==> src/logic/debug_trace_pin_mux_pkg.sv <==
package debug_trace_pin_mux_pkg;

   // Register offsets (byte addresses on the register port)
   localparam logic [7:0] OFF_DEBUG_PIN_RELEASE = 8'h00;
   localparam logic [7:0] OFF_PORT_C_LOW_CFG = 8'h04;
   localparam logic [7:0] OFF_PORT_C_HIGH_CFG = 8'h08;
   localparam logic [7:0] OFF_PORT_B_LOW_CFG = 8'h0C;
   localparam logic [7:0] OFF_IRQ_C_SELECT = 8'h10;
   localparam logic [7:0] OFF_IRQ_D_SELECT = 8'h14;
   localparam logic [7:0] OFF_GPIO_OUTPUT = 8'h18;
   localparam logic [7:0] OFF_STATUS = 8'h1C;

   // Field positions
   localparam int RELEASE_BIT = 5;
   localparam int REG_EN_BIT = 4;
   localparam int GPIO_OUT_PB0_BIT = 8;
   localparam int ST_MODE_LSB = 0;
   localparam int ST_PC_LSB = 8;
   localparam int ST_PB0_BIT = 16;
   localparam int ST_D1_BIT = 24;

   // Reset values
   localparam logic [15:0] PIN_CFG_RESET = 16'h4444;
   localparam logic [3:0] PIN4_CFG_RESET = 4'h4;
   localparam logic [4:0] IRQ_C_SEL_RESET = 5'h00;
   localparam logic [4:0] IRQ_D_SEL_RESET = 5'h10;

   // Pin configuration field codes
   localparam logic [3:0] CFG_GPIO_OUT = 4'h1;
   localparam logic [3:0] CFG_ALT_OUT = 4'h9;

   // Pad vector layout
   localparam int NUM_PADS = 24;
   localparam int PORT_B_BASE = 8;
   localparam int PORT_C_BASE = 16;
   localparam int NUM_PC = 5;

   // Mode switch sequences, sent LSB first after a run of ones
   localparam logic [15:0] SEQ_TO_SERIAL_WIRE = 16'hE79E;
   localparam logic [15:0] SEQ_TO_JTAG = 16'hE73C;
   localparam logic [5:0] SEQ_ONES_RUN = 6'h32;
   localparam logic [4:0] SEQ_BITS = 5'h10;

   typedef enum logic [1:0] {
      MODE_JTAG = 2'b01,
      MODE_SERIAL_WIRE = 2'b10
   } debug_mode_e;

   typedef enum logic [1:0] {
      WIDTH_1 = 2'b00,
      WIDTH_2 = 2'b01,
      WIDTH_4 = 2'b10
   } trace_width_e;

   typedef struct packed {
      logic enable;
      logic async;
      trace_width_e width;
   } trace_cfg_s;

   typedef struct packed {
      logic clock;
      logic bit0;
      logic bit1;
      logic async_out;
   } trace_sig_s;

   typedef struct packed {
      logic tdo;
      logic tdo_oe;
      logic swdio_out;
      logic swdio_oe;
   } debug_drive_s;

   typedef struct packed {
      logic tck;
      logic tdi;
      logic tms_swdio;
      logic trst_n;
      logic serial_wire;
   } debug_pins_s;

endpackage : debug_trace_pin_mux_pkg

==> src/logic/debug_trace_pin_mux.sv <==
// Summary of operation
// - Port C two and four GPIO when released
// - Port C three GPIO when released or SW
// - Port C zero GPIO: released, or SW without bit1
// - JTAG mode at reset and external reset
// - JTAG: data out two, in three, select four
// - Test reset on zero: JTAG, bit1 off
// - Serial Wire data both ways on four
// - Async trace on two: enabled, SW, field
// - Port C one: async trace or bit0
// - Trace bit0 for one, two, four wires
// - Trace bit1 on zero: two/four wires, field
// - Trace clock on port B zero when enabled
// - Port B zero feeds interrupt A
// - Interrupt D default zero; C, D selectable
// - Pull-ups on debug inputs and on async trace pin two
// - Test clock pull-down; also serial clock
//
// The register addresses and the strobed register port were chosen for this implementation.
`timescale 1ns/1ps
module debug_trace_pin_mux (
   // Clock and reset
   input wire logic CLK_I,
   input wire logic RESET_I,
   // Register port
   input wire logic [7:0] REG_ADDR_I,
   input wire logic [31:0] REG_WDATA_I,
   input wire logic REG_WRITE_I,
   input wire logic REG_READ_I,
   output logic [31:0] REG_RDATA_O,
   // Pad inputs
   input wire logic [23:0] PAD_I,
   input wire logic EXTERNAL_RESET_N_I,
   input wire logic JTAG_TEST_CLOCK_I,
   // Pad drive
   output logic [4:0] PORT_C_O,
   output logic [4:0] PORT_C_OE_O,
   output logic [4:0] PORT_C_PULLUP_O,
   output logic PORT_B_BIT_ZERO_O,
   output logic PORT_B_BIT_ZERO_OE_O,
   output logic JTAG_TEST_CLOCK_PULLDOWN_O,
   // Core side
   input wire debug_trace_pin_mux_pkg::trace_cfg_s TRACE_CFG_I,
   input wire debug_trace_pin_mux_pkg::trace_sig_s TRACE_I,
   input wire debug_trace_pin_mux_pkg::debug_drive_s DEBUG_DRIVE_I,
   output debug_trace_pin_mux_pkg::debug_pins_s DEBUG_PINS_O,
   // External interrupts
   output logic EXT_INTERRUPT_A_O,
   output logic EXT_INTERRUPT_C_O,
   output logic EXT_INTERRUPT_D_O
);

   localparam int NS = debug_trace_pin_mux_pkg::NUM_PADS + 2;
   localparam int PCB = debug_trace_pin_mux_pkg::PORT_C_BASE;
   localparam int NPC = debug_trace_pin_mux_pkg::NUM_PC;

   logic [NS-1:0] sync_q;
   logic [23:0] pad;
   logic ext_reset_n;
   logic tck;
   logic tck_prev;
   logic tck_rise;
   logic mode_reset;

   debug_trace_pin_mux_pkg::debug_mode_e mode;
   debug_trace_pin_mux_pkg::debug_mode_e next_mode;
   logic jtag;
   logic sw;

   logic [5:0] ones_run;
   logic armed;
   logic [4:0] seq_count;
   logic [15:0] seq_shift;
   logic [15:0] seq_done;
   logic seq_bit;

   logic [7:0] release_cfg;
   logic [15:0] port_c_low_pin_config;
   logic [3:0] port_c_high_pin_config;
   logic [15:0] port_b_low_pin_config;
   logic [4:0] irq_c_pin_select;
   logic [4:0] irq_d_pin_select;
   logic [8:0] gpio_output;

   logic released;
   logic [3:0] pc_field [NPC];
   logic [NPC-1:0] pc_in;
   logic [NPC-1:0] pc_free;
   logic [NPC-1:0] pc_gpio_oe;
   logic pb0_in;
   logic pb0_gpio_oe;
   logic bit1_on;
   logic bit0_alt;
   logic swo_on_pc2;
   logic trst_used;
   logic trace_clk_on;

   logic [4:0] next_c_o;
   logic [4:0] next_c_oe;
   logic [4:0] next_c_pu;
   logic next_b_o;
   logic next_b_oe;
   logic [31:0] next_rdata;

   // Pads, external reset and test clock cross in
   bit_sync2 #(
      .W(NS)
   ) u_sync (
      .clk_i(CLK_I),
      .reset_i(RESET_I),
      .d_i({JTAG_TEST_CLOCK_I, EXTERNAL_RESET_N_I, PAD_I}),
      .q_o(sync_q)
   );

   assign pad = sync_q[23:0];
   assign ext_reset_n = sync_q[24];
   assign tck = sync_q[25];
   assign tck_rise = tck & ~tck_prev;
   assign pb0_in = pad[debug_trace_pin_mux_pkg::PORT_B_BASE];
   assign released = release_cfg[debug_trace_pin_mux_pkg::RELEASE_BIT];
   assign jtag = (mode == debug_trace_pin_mux_pkg::MODE_JTAG);
   assign sw = (mode == debug_trace_pin_mux_pkg::MODE_SERIAL_WIRE);
   assign mode_reset = RESET_I | ~ext_reset_n;

   always_ff @(posedge CLK_I) begin
      if (RESET_I) begin
         tck_prev <= 1'b0;
      end else begin
         tck_prev <= tck;
      end
   end

   assign seq_bit = pad[PCB + 4];
   assign seq_done = {seq_bit, seq_shift[15:1]};

   always_ff @(posedge CLK_I) begin
      if (mode_reset) begin
         ones_run <= '0;
         armed <= 1'b0;
         seq_count <= '0;
         seq_shift <= '0;
      end else if (tck_rise && !released) begin
         seq_shift <= seq_done;
         if (seq_bit) begin
            if (ones_run != debug_trace_pin_mux_pkg::SEQ_ONES_RUN) begin
               ones_run <= ones_run + 6'h01;
            end
         end else begin
            ones_run <= '0;
         end
         if (seq_bit &&
             ones_run >= debug_trace_pin_mux_pkg::SEQ_ONES_RUN - 6'h01) begin
            armed <= 1'b1;
            seq_count <= '0;
         end else if (armed) begin
            seq_count <= seq_count + 5'h01;
            if (seq_count == debug_trace_pin_mux_pkg::SEQ_BITS - 5'h01) begin
               armed <= 1'b0;
            end
         end
      end
   end

   // Mode switch decode
   always_comb begin
      next_mode = mode;
      if (tck_rise && !released && armed &&
          seq_count == debug_trace_pin_mux_pkg::SEQ_BITS - 5'h01) begin
         if (jtag &&
             seq_done == debug_trace_pin_mux_pkg::SEQ_TO_SERIAL_WIRE) begin
            next_mode = debug_trace_pin_mux_pkg::MODE_SERIAL_WIRE;
         end else if (sw &&
                      seq_done == debug_trace_pin_mux_pkg::SEQ_TO_JTAG) begin
            next_mode = debug_trace_pin_mux_pkg::MODE_JTAG;
         end
      end
   end

   always_ff @(posedge CLK_I) begin
      if (mode_reset) begin
         mode <= debug_trace_pin_mux_pkg::MODE_JTAG;
      end else begin
         case (mode)
            debug_trace_pin_mux_pkg::MODE_JTAG: begin
               mode <= next_mode;
            end
            debug_trace_pin_mux_pkg::MODE_SERIAL_WIRE: begin
               mode <= next_mode;
            end
            default: begin
               mode <= debug_trace_pin_mux_pkg::MODE_JTAG;
            end
         endcase
      end
   end

   // Register writes
   always_ff @(posedge CLK_I) begin
      if (RESET_I) begin
         release_cfg <= '0;
         port_c_low_pin_config <= debug_trace_pin_mux_pkg::PIN_CFG_RESET;
         port_c_high_pin_config <= debug_trace_pin_mux_pkg::PIN4_CFG_RESET;
         port_b_low_pin_config <= debug_trace_pin_mux_pkg::PIN_CFG_RESET;
         irq_c_pin_select <= debug_trace_pin_mux_pkg::IRQ_C_SEL_RESET;
         irq_d_pin_select <= debug_trace_pin_mux_pkg::IRQ_D_SEL_RESET;
         gpio_output <= '0;
      end else if (REG_WRITE_I) begin
         if (REG_ADDR_I == debug_trace_pin_mux_pkg::OFF_DEBUG_PIN_RELEASE) begin
            release_cfg <= REG_WDATA_I[7:0];
         end else if (REG_ADDR_I == debug_trace_pin_mux_pkg::OFF_PORT_C_LOW_CFG) begin
            port_c_low_pin_config <= REG_WDATA_I[15:0];
         end else if (REG_ADDR_I == debug_trace_pin_mux_pkg::OFF_PORT_C_HIGH_CFG) begin
            port_c_high_pin_config <= REG_WDATA_I[3:0];
         end else if (REG_ADDR_I == debug_trace_pin_mux_pkg::OFF_PORT_B_LOW_CFG) begin
            port_b_low_pin_config <= REG_WDATA_I[15:0];
         end else if (REG_ADDR_I == debug_trace_pin_mux_pkg::OFF_IRQ_C_SELECT) begin
            irq_c_pin_select <= REG_WDATA_I[4:0];
         end else if (REG_ADDR_I == debug_trace_pin_mux_pkg::OFF_IRQ_D_SELECT) begin
            irq_d_pin_select <= REG_WDATA_I[4:0];
         end else if (REG_ADDR_I == debug_trace_pin_mux_pkg::OFF_GPIO_OUTPUT) begin
            gpio_output <= REG_WDATA_I[8:0];
         end
      end
   end

   // Register reads; data stand for one cycle only
   always_comb begin
      next_rdata = '0;
      if (REG_ADDR_I == debug_trace_pin_mux_pkg::OFF_DEBUG_PIN_RELEASE) begin
         next_rdata[7:0] = release_cfg;
      end else if (REG_ADDR_I == debug_trace_pin_mux_pkg::OFF_PORT_C_LOW_CFG) begin
         next_rdata[15:0] = port_c_low_pin_config;
      end else if (REG_ADDR_I == debug_trace_pin_mux_pkg::OFF_PORT_C_HIGH_CFG) begin
         next_rdata[3:0] = port_c_high_pin_config;
      end else if (REG_ADDR_I == debug_trace_pin_mux_pkg::OFF_PORT_B_LOW_CFG) begin
         next_rdata[15:0] = port_b_low_pin_config;
      end else if (REG_ADDR_I == debug_trace_pin_mux_pkg::OFF_IRQ_C_SELECT) begin
         next_rdata[4:0] = irq_c_pin_select;
      end else if (REG_ADDR_I == debug_trace_pin_mux_pkg::OFF_IRQ_D_SELECT) begin
         next_rdata[4:0] = irq_d_pin_select;
      end else if (REG_ADDR_I == debug_trace_pin_mux_pkg::OFF_GPIO_OUTPUT) begin
         next_rdata[8:0] = gpio_output;
      end else if (REG_ADDR_I == debug_trace_pin_mux_pkg::OFF_STATUS) begin
         next_rdata[debug_trace_pin_mux_pkg::ST_MODE_LSB +: 2] = mode;
         next_rdata[debug_trace_pin_mux_pkg::ST_PC_LSB +: NPC] = pc_in;
         next_rdata[debug_trace_pin_mux_pkg::ST_PB0_BIT] = pb0_in;
         next_rdata[debug_trace_pin_mux_pkg::ST_D1_BIT] = bit1_on;
      end
   end

   always_ff @(posedge CLK_I) begin
      if (RESET_I) begin
         REG_RDATA_O <= '0;
      end else if (REG_READ_I) begin
         REG_RDATA_O <= next_rdata;
      end else begin
         REG_RDATA_O <= '0;
      end
   end

   // Per-pin fields and GPIO drive
   genvar gi;
   generate
      for (gi = 0; gi < NPC; gi = gi + 1) begin : g_pc
         if (gi < 4) begin : g_low
            assign pc_field[gi] = port_c_low_pin_config[4*gi +: 4];
         end else begin : g_high
            assign pc_field[gi] = port_c_high_pin_config;
         end
         assign pc_in[gi] = pad[PCB + gi];
         assign pc_gpio_oe[gi] = pc_free[gi] &&
            pc_field[gi] == debug_trace_pin_mux_pkg::CFG_GPIO_OUT;
      end
   endgenerate

   assign pb0_gpio_oe =
      port_b_low_pin_config[3:0] == debug_trace_pin_mux_pkg::CFG_GPIO_OUT;

   // Trace bit1 needs two or four wires
   assign bit1_on = TRACE_CFG_I.enable && !TRACE_CFG_I.async &&
      (TRACE_CFG_I.width == debug_trace_pin_mux_pkg::WIDTH_2 ||
       TRACE_CFG_I.width == debug_trace_pin_mux_pkg::WIDTH_4) &&
      pc_field[0] == debug_trace_pin_mux_pkg::CFG_ALT_OUT;
   // Alternate output on port C one
   assign bit0_alt = TRACE_CFG_I.enable &&
      pc_field[1] == debug_trace_pin_mux_pkg::CFG_ALT_OUT;
   // Async trace on port C two
   assign swo_on_pc2 = TRACE_CFG_I.enable && TRACE_CFG_I.async && sw &&
      pc_field[2] == debug_trace_pin_mux_pkg::CFG_ALT_OUT;
   // Test reset only without trace bit1
   assign trst_used = jtag && !bit1_on && !released;
   // Trace clock on port B zero
   assign trace_clk_on = TRACE_CFG_I.enable && !TRACE_CFG_I.async &&
      port_b_low_pin_config[3:0] == debug_trace_pin_mux_pkg::CFG_ALT_OUT;

   // Pins two and four follow release
   assign pc_free[2] = released;
   assign pc_free[4] = released;
   // Pin three also free in SW
   assign pc_free[3] = released || sw;
   assign pc_free[0] = released || (sw && !bit1_on);
   assign pc_free[1] = 1'b1;

   // Pin function select
   always_comb begin
      next_c_o = '0;
      next_c_oe = '0;
      next_c_pu = '0;
      next_b_o = 1'b0;
      next_b_oe = 1'b0;
      // Debug first, trace next, GPIO last
      // Data out on pin two in JTAG
      if (jtag && !released) begin
         next_c_o[2] = DEBUG_DRIVE_I.tdo;
         next_c_oe[2] = DEBUG_DRIVE_I.tdo_oe;
      end else if (swo_on_pc2) begin
         next_c_o[2] = TRACE_I.async_out;
         next_c_oe[2] = 1'b1;
         next_c_pu[2] = 1'b1;
      end else if (pc_gpio_oe[2]) begin
         next_c_o[2] = gpio_output[2];
         next_c_oe[2] = 1'b1;
      end
      // Bit0 or async trace on pin one
      if (bit0_alt) begin
         next_c_o[1] = TRACE_CFG_I.async ? TRACE_I.async_out : TRACE_I.bit0;
         next_c_oe[1] = 1'b1;
      end else if (pc_gpio_oe[1]) begin
         next_c_o[1] = gpio_output[1];
         next_c_oe[1] = 1'b1;
      end
      // Serial Wire data turnaround on pin four
      if (sw && !released) begin
         next_c_o[4] = DEBUG_DRIVE_I.swdio_out;
         next_c_oe[4] = DEBUG_DRIVE_I.swdio_oe;
      end else if (pc_gpio_oe[4]) begin
         next_c_o[4] = gpio_output[4];
         next_c_oe[4] = 1'b1;
      end
      if (bit1_on) begin
         next_c_o[0] = TRACE_I.bit1;
         next_c_oe[0] = 1'b1;
      end else if (pc_gpio_oe[0]) begin
         next_c_o[0] = gpio_output[0];
         next_c_oe[0] = 1'b1;
      end
      if (pc_gpio_oe[3]) begin
         next_c_o[3] = gpio_output[3];
         next_c_oe[3] = 1'b1;
      end
      next_c_pu[3] = jtag && !released;
      next_c_pu[4] = !released;
      next_c_pu[0] = trst_used;
      if (trace_clk_on) begin
         next_b_o = TRACE_I.clock;
         next_b_oe = 1'b1;
      end else if (pb0_gpio_oe) begin
         next_b_o = gpio_output[debug_trace_pin_mux_pkg::GPIO_OUT_PB0_BIT];
         next_b_oe = 1'b1;
      end
   end

   // Registered pad drive; adds one cycle to trace paths
   always_ff @(posedge CLK_I) begin
      if (RESET_I) begin
         PORT_C_O <= '0;
         PORT_C_OE_O <= '0;
         PORT_C_PULLUP_O <= '0;
         PORT_B_BIT_ZERO_O <= 1'b0;
         PORT_B_BIT_ZERO_OE_O <= 1'b0;
         JTAG_TEST_CLOCK_PULLDOWN_O <= 1'b0;
      end else begin
         PORT_C_O <= next_c_o;
         PORT_C_OE_O <= next_c_oe;
         PORT_C_PULLUP_O <= next_c_pu;
         PORT_B_BIT_ZERO_O <= next_b_o;
         PORT_B_BIT_ZERO_OE_O <= next_b_oe;
         JTAG_TEST_CLOCK_PULLDOWN_O <= 1'b1;
      end
   end

   // Debug core inputs; idle levels when a pin is lent out
   always_ff @(posedge CLK_I) begin
      if (RESET_I) begin
         DEBUG_PINS_O <= '0;
      end else begin
         // Same clock pin in either mode
         DEBUG_PINS_O.tck <= tck;
         DEBUG_PINS_O.tdi <= (jtag && !released) ? pc_in[3] : 1'b1;
         DEBUG_PINS_O.tms_swdio <= released ? 1'b1 : pc_in[4];
         DEBUG_PINS_O.trst_n <= trst_used ? pc_in[0] : 1'b1;
         DEBUG_PINS_O.serial_wire <= sw;
      end
   end

   // External interrupt routing
   always_ff @(posedge CLK_I) begin
      if (RESET_I) begin
         EXT_INTERRUPT_A_O <= 1'b0;
         EXT_INTERRUPT_C_O <= 1'b0;
         EXT_INTERRUPT_D_O <= 1'b0;
      end else begin
         EXT_INTERRUPT_A_O <= pb0_in;
         // Selectable sources, out of range reads low
         EXT_INTERRUPT_C_O <= (irq_c_pin_select < 5'd24) ?
            pad[irq_c_pin_select] : 1'b0;
         EXT_INTERRUPT_D_O <= (irq_d_pin_select < 5'd24) ?
            pad[irq_d_pin_select] : 1'b0;
      end
   end

endmodule : debug_trace_pin_mux

==> src/logic/bit_sync2.sv <==
`timescale 1ns/1ps
module bit_sync2 #(
   parameter int W = 1
) (
   // Clock and reset
   input wire logic clk_i,
   input wire logic reset_i,
   // Data
   input wire logic [W-1:0] d_i,
   output logic [W-1:0] q_o
);

   logic [W-1:0] meta;

   // First stage feeds only the second
   always_ff @(posedge clk_i) begin
      if (reset_i) begin
         meta <= '0;
         q_o <= '0;
      end else begin
         meta <= d_i;
         q_o <= meta;
      end
   end

endmodule : bit_sync2

==> config.mk <==
export PLATFORM = sky130hd
export DESIGN_NAME = debug_trace_pin_mux
export DESIGN_NICKNAME = d
export VERILOG_FILES = /design/src/logic/debug_trace_pin_mux_pkg.sv /design/src/logic/debug_trace_pin_mux.sv /design/src/logic/bit_sync2.sv
export SDC_FILE = /design/constraint.sdc
export NUM_CORES = 1
export LEC_CHECK = 0
export ABC_AREA = 1
export BUFFER_PORTS_ARGS = -buffer_cell sky130_fd_sc_hd__buf_2
export CAP_MARGIN = 30
export CORE_AREA = 3 3 135 137
export DETAILED_ROUTE_END_ITERATION = 12
export DIE_AREA = 0 0 138 140
export GPL_TIMING_DRIVEN = 0
export PLACE_DENSITY_LB_ADDON = 0.3
export SYNTH_ARGS = -nofsm -noshare
export SYNTH_HDL_FRONTEND = slang
export SYNTH_SLANG_ARGS = --single-unit
export TNS_END_PERCENT = 30
==> constraint.sdc <==
create_clock -name CLK_I -period 3.9 [get_ports CLK_I]
set_input_delay 0.195 -clock CLK_I [delete_from_list [all_inputs] [get_ports CLK_I]]
set_output_delay 0.195 -clock CLK_I [all_outputs]
set_load 0.05 [all_outputs]
Word level (Yosys, flattened, before mapping)
Index checks and enable logic that the tools add are counted.

Word-level logic and storage cells: 200. Bits of input ports: 82. Flip-flop bits (word level): 203.

Equality and inequality tests: 26. Multiplexer cells: 65. Add/sub/neg operators: 2. Bitwise operators: 16. $lt $le $gt $ge: 5. Reduce and logical (&&, ||, !) cells: 51.

Operators with widths (number): 2-to-1 mux 1 bit (40); == test 16 bit, second input constant (2); == test 8 x 5 -> 1 bit, second input constant (4); 2-to-1 mux 5 bit (6); 2-to-1 mux 13 bit (2); == test 4 x 1 -> 1 bit, second input constant (6); 2-to-1 mux 6 bit (4); 2-to-1 mux 8 bit (3); logical AND 1 bit (23); == test 4 bit, second input constant (4); == test 8 x 4 -> 1 bit, second input constant (2); 2-to-1 mux 16 bit (1); inverter 1 bit (14); OR reduction 2 bit (7); less-than comparator 5 x 6 -> 1 bit, second input constant (2); binary-select mux 1 bit (select 5 bit) (2); less-than comparator 5 bit, second input constant (2); OR reduction 10 bit (1); == test 8 x 3 -> 1 bit, second input constant (1); logical NOT 8 bit (1); 2-to-1 mux 2 bit (4); 2-to-1 mux 4 bit (2); AND reduction 2 bit (4); AND reduction 8 bit (1); 20 further kinds (27).

Longest topological paths before layout
Depth after elaboration: 10. Gate-level depth with buffers: 11. Mapped depth without buffers: 11.

By module
A second synthesis with hierarchy kept.

Cells, all modules: 977. Area total of the unflattened synthesis: 7582.3 µm².

Modules (own cells, without submodules): debug_trace_pin_mux (seq. area each 2702.6 µm², instances 1, area each 6083.3 µm², cells each 815); bit_sync2 (seq. area each 1041.0 µm², instances 1, area each 1498.9 µm², cells each 162).

Worst setup path after synthesis
Ideal clock, no wire load.

Path type: register -> register. From: register seq_count[0]. To: register mode[1]. Library setup time: 0.115 ns. Setup slack: 2.495 ns. Data arrival time: 1.290 ns. Path buffers: 0. Cell stages (with the launch flop): 12. Data required time: 3.785 ns. Clock period less this slack: 1.405 ns. Path through: dfxtp_1 -> ha_1 -> nand2_1 -> nor2_1 -> ha_1 -> inv_1 -> nor3_1 -> nand3b_1 -> nor2_1 -> nand3_1 -> nand2_1 -> nor2_1.

Longest elaborated chain between the ends: 3.

Ends and longest elaborated chain: start: declaration (line debug_trace_pin_mux.sv:72) `logic [4:0] seq_count;`; start signal: assignment (line debug_trace_pin_mux.sv:156) `seq_count <= seq_count + 5'h01;`; == test 5 x 4 -> 1 bit (line debug_trace_pin_mux.sv:168) `seq_count == debug_trace_pin_mux_pkg::SEQ_BITS - 5'h01) begin`; logical AND 1 bit (line debug_trace_pin_mux.sv:167) `if (tck_rise && !released && armed &&`; AND reduction 2 bit (no line); end signal: assignment (line debug_trace_pin_mux.sv:181) `mode <= debug_trace_pin_mux_pkg::MODE_JTAG;`; end signal: assignment (line debug_trace_pin_mux.sv:185) `mode <= next_mode;`; end signal: assignment (line debug_trace_pin_mux.sv:188) `mode <= next_mode;`; end: declaration (line debug_trace_pin_mux.sv:65) `debug_trace_pin_mux_pkg::debug_mode_e mode;`.

No other way between the ends. A chain may end at the register's enable or synchronous reset.

Worst setup path in the final report
From: register release_cfg[5]. To: register seq_shift[9].

Longest elaborated chain between the ends: 2.

Ends and longest elaborated chain: start: declaration (line debug_trace_pin_mux.sv:77) `logic [7:0] release_cfg;`; start signal: assignment (line debug_trace_pin_mux.sv:209) `release_cfg <= REG_WDATA_I[7:0];`; logical NOT 1 bit (line debug_trace_pin_mux.sv:142) `end else if (tck_rise && !released) begin`; logical AND 1 bit (line debug_trace_pin_mux.sv:142); end signal: assignment (line debug_trace_pin_mux.sv:143) `seq_shift <= seq_done;`; end: declaration (line debug_trace_pin_mux.sv:73) `logic [15:0] seq_shift;`.

No other way between the ends.

==> impl_metrics.json <==
{
  "status": "finished, final reports clean",
  "die_w_um": 138,
  "avgSynthCellArea_um2": 7.30,
  "slew_headroom": 0.556,
  "leakage_nw": 4.20,
  "numPortBuffers": 106,
  "fin_crit_ps": 1790,
  "syn2layout_area_growth_pct": 23.0,
  "first_pass_iters": 5,
  "worstPathArrival_ps": 2160,
  "placedCellCount": 1392,
  "first_iter_violations": 648,
  "fin_util": 0.548,
  "synth_flop_cell": "dfxtp_1",
  "antenna_cells": 0,
  "io_pins": 140,
  "gp_congestion": 0.957,
  "antenna_left": 0,
  "finalSetupTns_ps": 0,
  "wl_per_cell_um": 14.7,
  "fin_area_um2": 9410,
  "rows": 48,
  "synth_cells": 1047,
  "synth_top_family_by_area": "simple AND/OR/NAND/NOR gates",
  "routed_wl_um": 21400,
  "route.detailed.drc": 0,
  "rsz0062_at_grt": "false",
  "finalHoldViolCount": 0,
  "htree_levels": 4,
  "finalCritPeriodShare": 0.458,
  "synthSimpleGateAreaFrac": 0.245,
  "fmax_ghz": 0.559,
  "whs_ps": 18.2,
  "worst_pin_slew_ps": 650,
  "cts_root_buf": "clkbuf_16",
  "ys_seq_area_frac": 0.490,
  "antenna_found_initial": 0,
  "synth_xor_xnor_area_share": 0.00115,
  "hp-start": "REG_WDATA_I[9]",
  "final_layout_size_suffix_gt1_frac": 0.150,
  "multi_input_area_um2": 3040,
  "cp_max_fo": 10,
  "die-area_um2": 19300,
  "synth-async-reset-ratio": 0,
  "clock_latency_ps": 440,
  "grt_max_degree": 20,
  "maxCapViolations": 0,
  "cts_tree": "done",
  "clockBufferDepth": 2,
  "critical_path_class": "reg2reg",
  "drv_slew": 0,
  "worstHoldPathType": "in2reg",
  "grt_overflow": 0,
  "synth_compound_area_frac": 0.131,
  "clk_pin_slew_ps": 70,
  "dpl.hpwl_um": 15600,
  "synth_mux_area_frac": 0,
  "ctsHoldBuffers": 30,
  "grt_pass1_wl_um": 33700,
  "initial_utilization": 0.445,
  "syn-cell-area_um2": 7650,
  "cts_buffers": 17,
  "grt_usage": 0.218,
  "cp-start-kind": "flip-flop",
  "power-per-cell-area_nw_per_um2": 422,
  "routed-via-count": 7241,
  "synth_seq_cells": 187,
  "vdd_ir_drop_max_mv": 0.317,
  "ff_latch_area_um2": 3740,
  "fillers": 1671,
  "grt_pass1_vias": 6521,
  "cts.sinks": 187,
  "clock_skew_ps": 8.46,
  "finish.net_count": 1306,
  "dpl-instance-area_um2": 8510,
  "synthAdderAreaFrac": 0.0131,
  "finalSetupViolCount": 0,
  "ys.warnings.count": 0,
  "rr_startpoint": "release_cfg[5]",
  "cp.required_ps": 4270,
  "cts_setup_buffers": 0,
  "synth-edff-count": 0,
  "die_h_um": 140,
  "cp-end-kind": "flip-flop",
  "routed_via_density": 4.98,
  "coreArea_um2": 17200,
  "cts_resized": 0,
  "cp-startpoint": "release_cfg[5]",
  "synth_cell_types": 39,
  "finalNonFillerCells": 1454
}
[cells in the mapped netlist (8+ instances only)]
master | instances | area (um2)
dfxtp_1 | 187 | 3740
o21ai_0 | 65 | 325
o211ai_1 | 12 | 90.1
nand4_1 | 8 | 50.1
nor3_1 | 14 | 70.1
nand3_1 | 75 | 375
nor2_1 | 124 | 465
nand2_1 | 202 | 758
ha_1 | 8 | 100
buf_4 | 18 | 135
clkbuf_1 | 20 | 75.1
inv_1 | 159 | 597
a21oi_1 | 102 | 510
buf_2 | 8 | 40.0
[through the flow]
stage               setup slack, ps  power [mW]
global route                   1960        4.09
floorplan                      2500        2.15
CTS                            2110        3.98
finish                         2110        3.97
detailed placement             1790        2.24
global placement               1800        2.24
[final timing paths]
kind | end | slack (ps) | cells past startpoint
worst max register to register | seq_shift[9] | 2110 | 6
worst min-delay path | port_b_low_pin_config[9] | 20 | 3
worst max-delay path | seq_shift[9] | 2110 | 6
worst min register to register | u_sync.q_o[12] | 390 | 2
[cell families after synthesis]
| kind of cell | count (synthesis) |
|---|---|
| xor gates and xnor gates | 1 |
| buffers and inverters | 220 |
| AOI/OAI and AO/OA | 190 |
| other | 1 |
| DFF | 187 |
| adders and majority gates | 8 |
| and+or+nand+nor | 440 |
[flip-flops by register name (all words and copies together), names as in the netlist, 6 cells and up]
signal,flops
REG_RDATA_O,18
gpio_output,9
ones_run,6
port_b_low_pin_config,16
port_c_low_pin_config,16
release_cfg,8
seq_shift,15
u_sync.meta,26
u_sync.q_o,26
[worst max-delay path, cell delays in order, from the launching register on]
cell	delay, ps
dfxtp_1	540
inv_2	180
nand2_1	160
clkbuf_1	320
buf_2	300
nand2_1	80
a21oi_1	130
[cell type report]
cell class,instances,area share
Multi-Input combinational cell,654,0.323
Sequential cell,187,0.398
Timing Repair Buffer,136,0.0883
Inverter,167,0.0668
Buffer,53,0.0302
Tap cell,225,0.0299
Clock buffer,17,0.0452
Clock inverter,15,0.0182
[per-layer routing]
layer  share of wire  global-route usage
met5               0                   0
met4           0.027              0.0811
met3           0.079              0.0413
met2            0.46               0.361
met1            0.43               0.285
[cells in the final DEF, fill, tap and decap left out, types with 2 or more instances in the layout]
cell | netlist | layout
a31oi_1 | 4 | 4
ha_1 | 8 | 8
dlygate4sd3_1 | 0 | 30
clkbuf_16 | 0 | 17
nor4_1 | 3 | 3
clkinv_2 | 1 | 2
nand2_1 | 202 | 202
buf_4 | 18 | 18
buf_2 | 8 | 114
buf_1 | 6 | 6
o211ai_1 | 12 | 12
a21oi_1 | 102 | 102
inv_1 | 159 | 159
clkinv_1 | 2 | 2
nor2_2 | 3 | 3
nand3_1 | 75 | 75
clkbuf_1 | 20 | 20
dfxtp_1 | 187 | 187
conb_1 | 1 | 15
inv_2 | 5 | 5
inv_8 | 0 | 6
or2_2 | 2 | 2
o21ai_0 | 65 | 65
nor2_4 | 3 | 3
inv_6 | 0 | 4
clkinv_4 | 0 | 2
nor2_1 | 124 | 124
nand4_1 | 8 | 8
nor3_1 | 14 | 14
[power by group]
part | total (mW) | switching (mW) | internal (mW)
Clock | 1.75 | 0.835 | 0.920
Combinational | 0.266 | 0.176 | 0.0895
Sequential | 1.95 | 0.0121 | 1.94
No activity file was read; power rests on OpenSTA's default activity.
